File: config.mk
export PLATFORM = sky130hd
export DESIGN_NAME = mcr_control_regs
export DESIGN_NICKNAME = d
export VERILOG_FILES = /design/src/mcr_pkg.sv /design/src/mcr_control_regs.sv
export SDC_FILE = /design/constraint.sdc
export NUM_CORES = 1
export LEC_CHECK = 0
export ABC_CLOCK_PERIOD_IN_PS = 4300
export BUFFER_PORTS_ARGS = -buffer_cell sky130_fd_sc_hd__buf_2
export CAP_MARGIN = 20
export CORE_UTILIZATION = 45
export DETAILED_ROUTE_END_ITERATION = 7
export PLACE_DENSITY = 0.78
export SLEW_MARGIN = 10
export SYNTH_ARGS = -nofsm -noshare
export SYNTH_HDL_FRONTEND = slang
export SYNTH_SLANG_ARGS = --single-unit
File: constraint.sdc
create_clock -name clk_sys -period 4.3 [get_ports clk_sys]
set_clock_uncertainty 0.15 [all_clocks]
set_input_delay 0 -clock clk_sys [delete_from_list [all_inputs] [get_ports clk_sys]]
set_output_delay 0 -clock clk_sys [all_outputs]
set_load 0.02 [all_outputs]
File: src/mcr_pkg.sv
// package: register map, field layout and timing constants of the mcu control register bank
package mcr_pkg;

  // register indices (no printed offsets; chosen word slots)
  localparam logic [2:0] MCR_IDX_MAKER   = 3'h0;
  localparam logic [2:0] MCR_IDX_MEMSIZE = 3'h1;
  localparam logic [2:0] MCR_IDX_PARTNUM = 3'h2;
  localparam logic [2:0] MCR_IDX_REV     = 3'h3;
  localparam logic [2:0] MCR_IDX_ANALOG_INIT_CONTROL = 3'h4;
  localparam logic [2:0] MCR_IDX_EVLOCK  = 3'h5;
  localparam logic [2:0] MCR_IDX_WXLOCK  = 3'h6;
  localparam logic [2:0] MCR_IDX_PROTECT = 3'h7;
  localparam int         MCR_ADDR_W      = 5;

  // field positions
  localparam int MCR_DLY_LSB  = 0;
  localparam int MCR_DLY_W    = 2;
  localparam int MCR_LOCK_BIT = 0;
  localparam int MCR_REV_W    = 4;

  // reset values
  localparam logic [1:0] MCR_DLY_RST  = 2'h0;
  localparam logic       MCR_LOCK_RST = 1'b0;

  // unlock key written to the protect register opens a short protected window
  localparam logic [7:0] MCR_PROTECT_KEY = 8'hD8;
  localparam logic [2:0] MCR_PROTECT_CYC = 3'h4;

  // start delay codes and their spacings in peripheral clock cycles
  localparam logic [1:0] MCR_DLY_NONE = 2'b00;
  localparam logic [1:0] MCR_DLY_2    = 2'b01;
  localparam logic [1:0] MCR_DLY_8    = 2'b10;
  localparam logic [1:0] MCR_DLY_32   = 2'b11;
  localparam logic [5:0] MCR_SPC_2    = 6'h02;
  localparam logic [5:0] MCR_SPC_8    = 6'h08;
  localparam logic [5:0] MCR_SPC_32   = 6'h20;
  localparam int         MCR_STAGES   = 3;

  typedef struct packed {
    logic                  cyc;
    logic                  stb;
    logic                  we;
    logic [MCR_ADDR_W-1:2] adr;
    logic [3:0]            sel;
    logic [31:0]           dat;
  } mcr_wb_req_type;

  typedef enum logic [2:0] {
    MCR_IDLE = 3'b001,
    MCR_WAIT = 3'b010,
    MCR_DONE = 3'b100
  } mcr_seq_type;

endpackage : mcr_pkg

File: src/mcr_control_regs.sv
// mcu control register bank: id bytes, analog start sequencer, protected lock bits
`timescale 1ns/1ps
module mcr_control_regs
  import mcr_pkg::*;
#(
  parameter logic [7:0] MAKER_ID = 8'h5A, // arbitrary value
  parameter logic [7:0] MEM_ID   = 8'h94, // arbitrary value
  parameter logic [7:0] PART_ID  = 8'h42, // arbitrary value
  parameter logic [3:0] REV_ID   = 4'h0   // arbitrary value
)(
  input  wire logic                  clk_sys,       // peripheral clock
  input  wire logic                  rst,           // async reset, high
  input  wire logic                  wb_cyc_i,      // bus cycle
  input  wire logic                  wb_stb_i,      // strobe
  input  wire logic                  wb_we_i,       // write
  input  wire logic [MCR_ADDR_W-1:0] wb_adr_i,      // byte address
  input  wire logic [3:0]            wb_sel_i,      // byte enables
  input  wire logic [31:0]           wb_dat_i,      // write data
  output logic      [31:0]           wb_dat_o,      // read data
  output logic                       wb_ack_o,      // acknowledge
  input  wire logic                  adcEnable,     // converter enable, same clock
  input  wire logic                  acEnable,      // comparator enable, same clock
  output logic      [MCR_STAGES-1:0] analogStart,   // staged analog component enables
  output logic                       eventChanLock, // event channels 0..3 frozen
  output logic                       waveExtLock    // timer c0 waveform extension frozen
);

  ////////////////////////////////////////////////////////////////////////////
  // bus slave
  mcr_wb_req_type req;
  logic           ack_r;
  logic [31:0]    rdData_r;
  logic           wrStrobe;
  logic [2:0]     idx;
  logic [7:0]     wrByte;

  assign req      = '{cyc: wb_cyc_i, stb: wb_stb_i, we: wb_we_i, adr: wb_adr_i[MCR_ADDR_W-1:2],
                      sel: wb_sel_i, dat: wb_dat_i};
  assign idx      = req.adr;
  assign wrByte   = req.dat[7:0];
  // one-cycle registered ack; the write lands on the edge where the master samples ack high,
  // so a master that drops its request right after that edge never sees a half-done write
  assign wrStrobe = req.cyc && req.stb && req.we && req.sel[0] && ack_r;
  assign wb_ack_o = ack_r;
  assign wb_dat_o = rdData_r;

  always_ff @(posedge clk_sys or posedge rst)
  begin
    if (rst)
      ack_r <= 1'b0;
    else
      ack_r <= req.cyc && req.stb && !ack_r;
  end

  ////////////////////////////////////////////////////////////////////////////
  // registers
  logic [MCR_DLY_W-1:0] delay_r;
  logic                 evLock_r;
  logic                 wxLock_r;
  logic [2:0]           protCnt_r;
  logic                 protOpen;

  assign protOpen = protCnt_r != 3'h0;

  // reserved bits are dropped on write, so software zeros there cost nothing
  always_ff @(posedge clk_sys or posedge rst)
  begin
    if (rst)
      delay_r <= MCR_DLY_RST;
    else if (wrStrobe && idx == MCR_IDX_ANALOG_INIT_CONTROL)
      delay_r <= wrByte[MCR_DLY_LSB +: MCR_DLY_W];
  end

  // protected window: key write opens it for a few cycles, any other protect write closes it
  always_ff @(posedge clk_sys or posedge rst)
  begin
    if (rst)
      protCnt_r <= 3'h0;
    else if (wrStrobe && idx == MCR_IDX_PROTECT)
      protCnt_r <= (wrByte == MCR_PROTECT_KEY) ? MCR_PROTECT_CYC : 3'h0;
    else if (protOpen)
      protCnt_r <= protCnt_r - 3'h1;
  end

  // locks only ever set; clearing needs a reset
  always_ff @(posedge clk_sys or posedge rst)
  begin
    if (rst)
    begin
      evLock_r <= MCR_LOCK_RST;
      wxLock_r <= MCR_LOCK_RST;
    end
    else if (wrStrobe && protOpen)
    begin
      if (idx == MCR_IDX_EVLOCK && wrByte[MCR_LOCK_BIT])
        evLock_r <= 1'b1;
      if (idx == MCR_IDX_WXLOCK && wrByte[MCR_LOCK_BIT])
        wxLock_r <= 1'b1;
    end
  end

  assign eventChanLock = evLock_r;
  assign waveExtLock   = wxLock_r;

  // read mux; unmapped slots cannot exist since all eight indices are used
  always_ff @(posedge clk_sys or posedge rst)
  begin
    if (rst)
      rdData_r <= 32'h0000_0000;
    else if (req.cyc && req.stb && !req.we && !ack_r)
    begin
      unique case (idx)
        MCR_IDX_MAKER:   rdData_r <= {24'h00_0000, MAKER_ID};
        MCR_IDX_MEMSIZE: rdData_r <= {24'h00_0000, MEM_ID};
        MCR_IDX_PARTNUM: rdData_r <= {24'h00_0000, PART_ID};
        MCR_IDX_REV:     rdData_r <= {28'h000_0000, REV_ID};
        MCR_IDX_ANALOG_INIT_CONTROL: rdData_r <= {30'h0000_0000, delay_r};
        MCR_IDX_EVLOCK:  rdData_r <= {31'h0000_0000, evLock_r};
        MCR_IDX_WXLOCK:  rdData_r <= {31'h0000_0000, wxLock_r};
        MCR_IDX_PROTECT: rdData_r <= {31'h0000_0000, protOpen};
      endcase
    end
  end

  ////////////////////////////////////////////////////////////////////////////
  // analog start sequencer, driven only by this port's converter and comparator
  mcr_seq_type seq_r;
  logic        modEnable;
  logic        modEnable_r;
  logic [5:0]  spacing;
  logic [5:0]  gapCnt_r;
  logic [1:0]  stage_r;

  assign modEnable = adcEnable || acEnable;

  always_comb
  begin
    unique case (delay_r)
      MCR_DLY_2:  spacing = MCR_SPC_2;
      MCR_DLY_8:  spacing = MCR_SPC_8;
      MCR_DLY_32: spacing = MCR_SPC_32;
      default:    spacing = 6'h00;
    endcase
  end

  always_ff @(posedge clk_sys or posedge rst)
  begin
    if (rst)
      modEnable_r <= 1'b0;
    else
      modEnable_r <= modEnable;
  end

  always_ff @(posedge clk_sys or posedge rst)
  begin
    if (rst)
    begin
      seq_r       <= MCR_IDLE;
      gapCnt_r    <= 6'h00;
      stage_r     <= 2'h0;
      analogStart <= '0;
    end
    else if (!modEnable)
    begin
      seq_r       <= MCR_IDLE;
      analogStart <= '0;
    end
    else
    begin
      unique case (seq_r)
        MCR_IDLE:
          if (!modEnable_r)
          begin
            if (delay_r == MCR_DLY_NONE)
            begin
              analogStart <= '1; // direct start
              seq_r       <= MCR_DONE;
            end
            else
            begin
              analogStart <= 3'b001; // first component now
              stage_r     <= 2'h1;
              gapCnt_r    <= spacing - 6'h01;
              seq_r       <= MCR_WAIT;
            end
          end
        MCR_WAIT:
          if (gapCnt_r == 6'h00)
          begin
            analogStart[stage_r] <= 1'b1;
            stage_r  <= stage_r + 2'h1;
            gapCnt_r <= spacing - 6'h01;
            if (stage_r == 2'(MCR_STAGES - 1))
              seq_r <= MCR_DONE;
          end
          else
            gapCnt_r <= gapCnt_r - 6'h01;
        MCR_DONE: ;
        default:  seq_r <= MCR_IDLE;
      endcase
    end
  end

  ////////////////////////////////////////////////////////////////////////////
  // checks
  lock_sticky_a: assert property (@(posedge clk_sys) disable iff (rst)
    $rose(evLock_r) |=> evLock_r [*8])
    else $error("event lock dropped");

  lock_protect_a: assert property (@(posedge clk_sys) disable iff (rst)
    $rose(wxLock_r) |-> $past(protOpen))
    else $error("waveform lock set outside window");

  maker_fixed_a: assert property (@(posedge clk_sys) disable iff (rst)
    (ack_r && !req.we && $past(idx) == MCR_IDX_MAKER) |-> wb_dat_o == {24'h00_0000, MAKER_ID})
    else $error("maker id changed");

  rev_reserved_a: assert property (@(posedge clk_sys) disable iff (rst)
    (ack_r && !req.we && $past(idx) == MCR_IDX_REV) |-> wb_dat_o[31:4] == 28'h000_0000)
    else $error("revision reserved bits set");

  direct_start_a: assert property (@(posedge clk_sys) disable iff (rst)
    (modEnable && !modEnable_r && delay_r == MCR_DLY_NONE && seq_r == MCR_IDLE) |=> analogStart == 3'b111)
    else $error("direct start late");

  stagger_8_a: assert property (@(posedge clk_sys) disable iff (rst)
    (modEnable && !modEnable_r && delay_r == MCR_DLY_8 && seq_r == MCR_IDLE)
      ##1 (modEnable && delay_r == MCR_DLY_8) [*8] |=> analogStart == 3'b011)
    else $error("second stage not at 8 cycles");

  stagger_2_a: assert property (@(posedge clk_sys) disable iff (rst)
    (modEnable && !modEnable_r && delay_r == MCR_DLY_2 && seq_r == MCR_IDLE)
      |=> analogStart == 3'b001 ##1 (!modEnable_r || analogStart == 3'b001)
      ##1 (!modEnable_r || !$past(modEnable_r) || analogStart == 3'b011))
    else $error("two cycle spacing wrong");

  stage_order_a: assert property (@(posedge clk_sys) disable iff (rst)
    analogStart[2] |-> analogStart[1] && analogStart[0])
    else $error("stages out of order");

  ack_single_a: assert property (@(posedge clk_sys) disable iff (rst)
    ack_r |=> !ack_r)
    else $error("ack longer than one cycle");

endmodule : mcr_control_regs

==> results.json, run 1 <==
{
  "ys_seq_elements": 29,
  "synthesis.area_sq_um": 1830,
  "yosys_warnings": 0,
  "detail_route.vias_per_cell": 4.97,
  "cts_tree": "built",
  "path_cells": "inv_1 > ha_1 > or4b_4 > a211oi_2 > o21ai_1 > a221oi_2",
  "placedCellCount": 266,
  "grt_setup_unrepaired": "no",
  "final_cells": 288,
  "run_status": "complete, no violations",
  "nets": 297,
  "ys_types": 49,
  "drcViolationCount": 0,
  "insertion_delay_ns": 0.28,
  "synth.yosys.seq_area_share_pct": 39.7,
  "syn_avg_cell_area_sq_um": 9.53,
  "syn_inst": 192,
  "fmaxAchievable_ghz": 0.427,
  "r2r_setup_slack_ns": 1.96,
  "die_w_um": 65.8,
  "synth_top_area_share_pct": 38.3,
  "path_buf_inv": 1,
  "end_kind": "flip-flop",
  "cp_data_required_time_ns": 4.33,
  "setup_tns_ns": 0,
  "grt_max_degree": 22,
  "ir_drop_mv": 0.175,
  "multi_input_area_sq_um": 926,
  "max_slew_margin_pct": 57.1,
  "maxCapViolations": 0,
  "synth_ff_type": "dfrtp_1",
  "antenna_found_initial": 0,
  "cts-root-buf": "clkbuf_8",
  "fillCellCount": 340,
  "slew_violations": 0,
  "ys_async_sr_fraction_pct": 100,
  "grt_pass1_wl_um": 6100,
  "clk_pin_slew_ns": 0.06,
  "grt_util_all_layers_pct": 18.9,
  "design_area_sq_um": 2170,
  "post-route-min-period_ns": 2.34,
  "cpMaxStageDelayCell": "or4b_4",
  "min_period_over_period_pct": 54.5,
  "rows": 22,
  "place_hpwl_um": 2520,
  "post_dp_cell_area_sq_um": 1950,
  "core_region_area_sq_um": 3770,
  "cts_buffers": 5,
  "die_area_sq_um": 4330,
  "yosys.area.top_type": "dfrtp_1",
  "htree_levels": 2,
  "areaGrowthSynthToFinish_pct": 18.8,
  "worst_pin_slew_ns": 0.643,
  "cpPeakStageDelay_ns": 0.54,
  "grt_pass1_vias": 1418,
  "drt_iter0_markers": 65,
  "io-pin-count": 86,
  "final.setup.worst_slack_ns": 1.96,
  "critPathLaunchType": "flip-flop",
  "layout-drive-gt1-share_pct": 24.2,
  "start_util_pct": 48.5,
  "crit_fanout": 6,
  "seq_area_sq_um": 727,
  "antenna_cells": 0,
  "totalWireLength_um": 3650,
  "power_density_nw_per_um2": 352,
  "pre_cts_ws_ns": 2.02,
  "grt_overflow": 0,
  "clock-sinks": 29,
  "hold_path.class": "in -> reg",
  "avgRoutedWirePerCell_um": 12.7,
  "worstPathArrival_ns": 2.37,
  "synth_area_leaders": "dfrtp_1 (38%), buf_4 (11%), ha_1 (6.8%)",
  "portBuffers": 31,
  "critical_path_class": "reg -> reg",
  "fp.dieH_um": 65.8,
  "place.gp.congestion": 0.824,
  "critPathTopFamily": "compound AO/OA/AOI/OAI gates",
  "leakagePower_uw": 0.00110,
  "dr.pass1.iters": 4,
  "postRouteAntennaNets": 0,
  "vias": 1431,
  "power_uw": 766,
  "synth_edf_count": 0,
  "hold_viol": 0,
  "clk_path_buf_depth": 2,
  "finalSetupViolations": 0
}
power breakdown:
part / internal, uW / switching, uW
Sequential: 314 / 28.5
Combinational: 88.3 / 123
Clock: 112 / 100
sequential cells by signal, indices dropped and copies added, names as in the netlist, 2 cells and up:
signal	flops
protCnt_r	3
delay_r	2
stage_r	2
gapCnt_r	6
seq_r	3
wb_dat_o	6
analogStart	3
cell usage after synthesis, drive strengths merged (5+ instances only):
cell type   n
inv        15
o21ai      12
ha         10
buf        27
nand2      14
and3        5
nor2       14
a21oi       6
dfrtp      28
a211oi      5
nor3        6
worst paths after layout:
path                       cells past startpoint        start              to
min in group asynchronous                      3          rst  analogStart[0]
hold / removal                                 4     acEnable     gapCnt_r[0]
setup / recovery                               6   delay_r[0]     gapCnt_r[2]
setup reg to reg                               6   delay_r[0]     gapCnt_r[2]
max in group asynchronous                      4          rst      stage_r[0]
hold reg to reg                                1  wb_dat_o[1]     wb_dat_o[1]
layout by cell type (no fill, tap or decap), types with 3 or more instances in the layout:
cell type / Yosys / layout
dlygate4sd3_1: 0 / 14
conb_1: 1 / 25
nor3b_1: 3 / 3
and3_1: 5 / 5
a21oi_1: 6 / 6
mux2_2: 3 / 3
ha_1: 10 / 10
or3_1: 3 / 3
clkbuf_8: 0 / 5
buf_2: 1 / 31
a211oi_1: 3 / 3
o21ai_0: 8 / 8
nor3_1: 6 / 6
inv_1: 15 / 15
nand2_1: 14 / 14
dfrtp_1: 28 / 28
nor2_1: 13 / 13
o21ai_1: 3 / 3
logic make-up after synthesis:
kind of cell               after synthesis  synth area share, %
muxes                                    6                 4.17
buffers and inverters                   45                 14.6
adders and majority gates               10                 6.84
xor gates and xnor gates                 2                0.957
other                                    1                0.205
DFF                                     29                 39.7
AOI/OAI and AO/OA                       39                 15.5
and+or+nand+nor                         60                 18.0
area by class of cell:
type | count | share of cell area (%)
sequential | 29 | 33.4
multi-input combinational | 142 | 42.6
inverter | 15 | 2.59
timing repair buffer | 46 | 14.8
clock inverter | 2 | 0.460
clock buffer | 6 | 3.34
tap | 48 | 2.76
worst min-delay path, stage by stage:
cell     delay, ns
buf_2         0.08
nor2_1        0.10
o21ai_0       0.15
o21ai_0       0.08
through the flow:
step           hold slack [ns]  utilization [%]
5_1_grt                 0.0426             57.7
6_report                0.0266             57.7
4_1_cts                 0.0261             57.7
3_3_place_gp             0.103             51.0
2_1_floorplan          -0.0726                -
3_5_place_dp            -0.135             51.8
repair_timing:
action                    CTS  global route
hold buffers               14             0
gates resized for setup     0             0
setup buffers               0             0
hold endpoints to repair   42             0
metal layers:
layer / GRT usage (%) / part of all wire (%)
met2: 32.0 / 50
met5: 0 / 0
met1: 22.9 / 44
met4: 8.15 / 1.6
met3: 4.14 / 4.3
(Power assumes the default switching activity.)
==> run 2, diff against run 1 <==
--- a/config.mk
+++ b/config.mk
@@ -5,12 +5,12 @@
 export SDC_FILE = /design/constraint.sdc
 export NUM_CORES = 1
 export LEC_CHECK = 0
-export ABC_CLOCK_PERIOD_IN_PS = 4300
+export ABC_CLOCK_PERIOD_IN_PS = 1950
 export BUFFER_PORTS_ARGS = -buffer_cell sky130_fd_sc_hd__buf_2
 export CAP_MARGIN = 20
-export CORE_UTILIZATION = 45
+export CORE_UTILIZATION = 42
 export DETAILED_ROUTE_END_ITERATION = 7
-export PLACE_DENSITY = 0.78
+export PLACE_DENSITY = 0.76
 export SLEW_MARGIN = 10
 export SYNTH_ARGS = -nofsm -noshare
 export SYNTH_HDL_FRONTEND = slang
==> constraint.sdc (replaced) <==
create_clock -name clk_sys -period 1.95 [get_ports clk_sys]
set_clock_uncertainty 0.15 [all_clocks]
set_input_delay 0 -clock clk_sys [delete_from_list [all_inputs] [get_ports clk_sys]]
set_output_delay 0 -clock clk_sys [all_outputs]
set_load 0.02 [all_outputs]
==> run 2 against run 1 <==
  * The run now ends with negative setup slack left
  * Worst setup slack worse by 2.1 ns
  * Global-route usage down 0.35 points
  * Critical path type unchanged
  * Count of clock-buffer cells in the layout up 1
  * Via count up 6.3%
==> results.json, run 2 (same netlist as run 1, synthesis figures left out) <==
{
  "ff2ff_path_depth": 7,
  "cpPeakStageDelay_ns": 0.51,
  "postRouteAntennaNets": 0,
  "fillCellCount": 353,
  "totalWireLength_um": 3840,
  "nets": 316,
  "grt_pass1_wl_um": 6250,
  "cts-root-buf": "clkbuf_8",
  "drcViolationCount": 0,
  "post-route-util_pct": 57.3,
  "antenna_found_initial": 0,
  "place_hpwl_um": 2620,
  "maxCapViolations": 0,
  "cts_buffers": 5,
  "rr_startpoint": "delay_r[0]",
  "r2r_setup_slack_ns": -0.14,
  "vias": 1521,
  "rr_endpoint": "gapCnt_r[4]",
  "grt_pass1_vias": 1495,
  "detail_route.vias_per_cell": 4.94,
  "layout-drive-gt1-share_pct": 32.6,
  "portBuffers": 31,
  "worstPathArrival_ns": 2.10,
  "antenna_cells": 0,
  "min_period_over_period_pct": 107,
  "hold_path.class": "in -> reg",
  "cts_tree": "built",
  "grt_overflow": 0,
  "drt_iter0_markers": 73,
  "io-pin-count": 86,
  "fmaxAchievable_ghz": 0.479,
  "slew_violations": 0,
  "htree_levels": 2,
  "layout_commonest_cell": "buf_2",
  "avgRoutedWirePerCell_um": 12.5,
  "violations": "negative setup slack",
  "die_w_um": 68.0,
  "clk_path_buf_depth": 2,
  "dr.pass1.iters": 4,
  "die_area_sq_um": 4630,
  "ir_drop_mv": 0.523,
  "post-route-min-period_ns": 2.09,
  "rows": 23,
  "clk_pin_slew_ns": 0.06,
  "insertion_delay_ns": 0.28,
  "fin_hold_ws_ns": 0.00599,
  "place.gp.congestion": 0.801,
  "cp_data_required_time_ns": 1.96,
  "endpoint": "gapCnt_r[4]",
  "fp.dieH_um": 68.0,
  "path_cells": "inv_2 > ha_4 > or4b_4 > a211oi_4 > buf_4 > a31o_2 > a21oi_1",
  "start_util_pct": 44.8,
  "finalSetupViolations": 7,
  "power_density_nw_per_um2": 746,
  "grt_max_degree": 30,
  "clock-sinks": 29,
  "leakagePower_uw": 0.00118,
  "grt_util_all_layers_pct": 18.6,
  "grt_setup_unrepaired": "yes",
  "areaGrowthSynthToFinish_pct": 28.0,
  "startpoint": "delay_r[0]",
  "holdPathStages": 4,
  "critical_path_class": "reg -> reg",
  "hold_viol": 0,
  "cpMaxStageDelayCell": "or4b_4",
  "critPathLaunchType": "flip-flop",
  "final.setup.worst_slack_ns": -0.136,
  "crit_fanout": 5,
  "final_cell_mix": "buf_2 (31), dfrtp_1 (28), conb_1 (25)",
  "run_status": "finished with violations",
  "core_region_area_sq_um": 4090,
  "end_kind": "flip-flop"
}
## run 2: cell types whose count changed in the layout (fill, tap and decap cells not counted), sizes merged
cell,previous run,this run
clkinv,2,0
dlygate4sd3,14,12
buf,32,53
clkbuf,6,7
## run 2: layer usage
layer | share of wire [%] | GRT usage, % | up-vias
met5 | 0 | 0 | -
met4 | 1.9 | 7.03 | 0
met3 | 4.0 | 4.17 | 9
met2 | 54 | 34.8 | 49
met1 | 40 | 19.9 | 716
li1 | - | - | 747
## run 2: power by group
group          total [uW]  internal (uW)  leakage (uW)  switching, uW
clock                 495            279     0.0000443            215
sequential            747            692      0.000350           55.0
combinational         507            225      0.000787            283
## run 2: critical path: cells and delay by family, from the launching register on
family                   cells  cell delay, ns
adder cells (fa/ha/maj)      1            0.16
buffers and inverters        2            0.25
flip-flops                   1            0.36
AND/OR/NAND/NOR              1            0.51
AO/OA/AOI/OAI                3            0.54
## run 2: final cells by class
| cell class | count | area [sq um] | area share, % |
|---|---|---|---|
| timing repair buffer | 65 | 440 | 18.8 |
| sequential | 29 | 727 | 31.0 |
| multi-input combinational | 142 | 971 | 41.4 |
| tap | 50 | 62.6 | 2.67 |
| clock buffer | 7 | 86.3 | 3.68 |
| inverter | 15 | 56.3 | 2.40 |
## run 2: how the worst min path moves through the flow
stage / from / to
2_1_floorplan: rst / analogStart[0]
3_3_place_gp: rst / analogStart[1]
3_5_place_dp: rst / analogStart[2]
4_1_cts: acEnable / gapCnt_r[1]
5_1_grt: acEnable / gapCnt_r[0]
6_report: acEnable / gapCnt_r[1]
## run 2: repair_timing
item / CTS / global route
buffers inserted: 2 / 3
gates resized for setup: 1 / 7
endpoints found under the hold margin: 43 / 0
pin swaps: 0 / 2
endpoints found under the setup margin: 7 / 12
hold buffers: 12 / 0
cloned: 0 / 0
## run 2: stage by stage
stage	worst slack (ns)	std cells	TNS, ns	power (uW)	cell area (sq um)
finish	-0.136	308	-0.577	1750	2340
global route	-0.214	308	-1.19	1880	2340
CTS	-0.0589	305	-0.295	1760	2300
detailed placement	-0.0819	284	-0.364	1240	2070
global placement	-0.0339	284	-0.130	1220	2070
floorplan	-0.0137	216	-0.0168	1130	1940
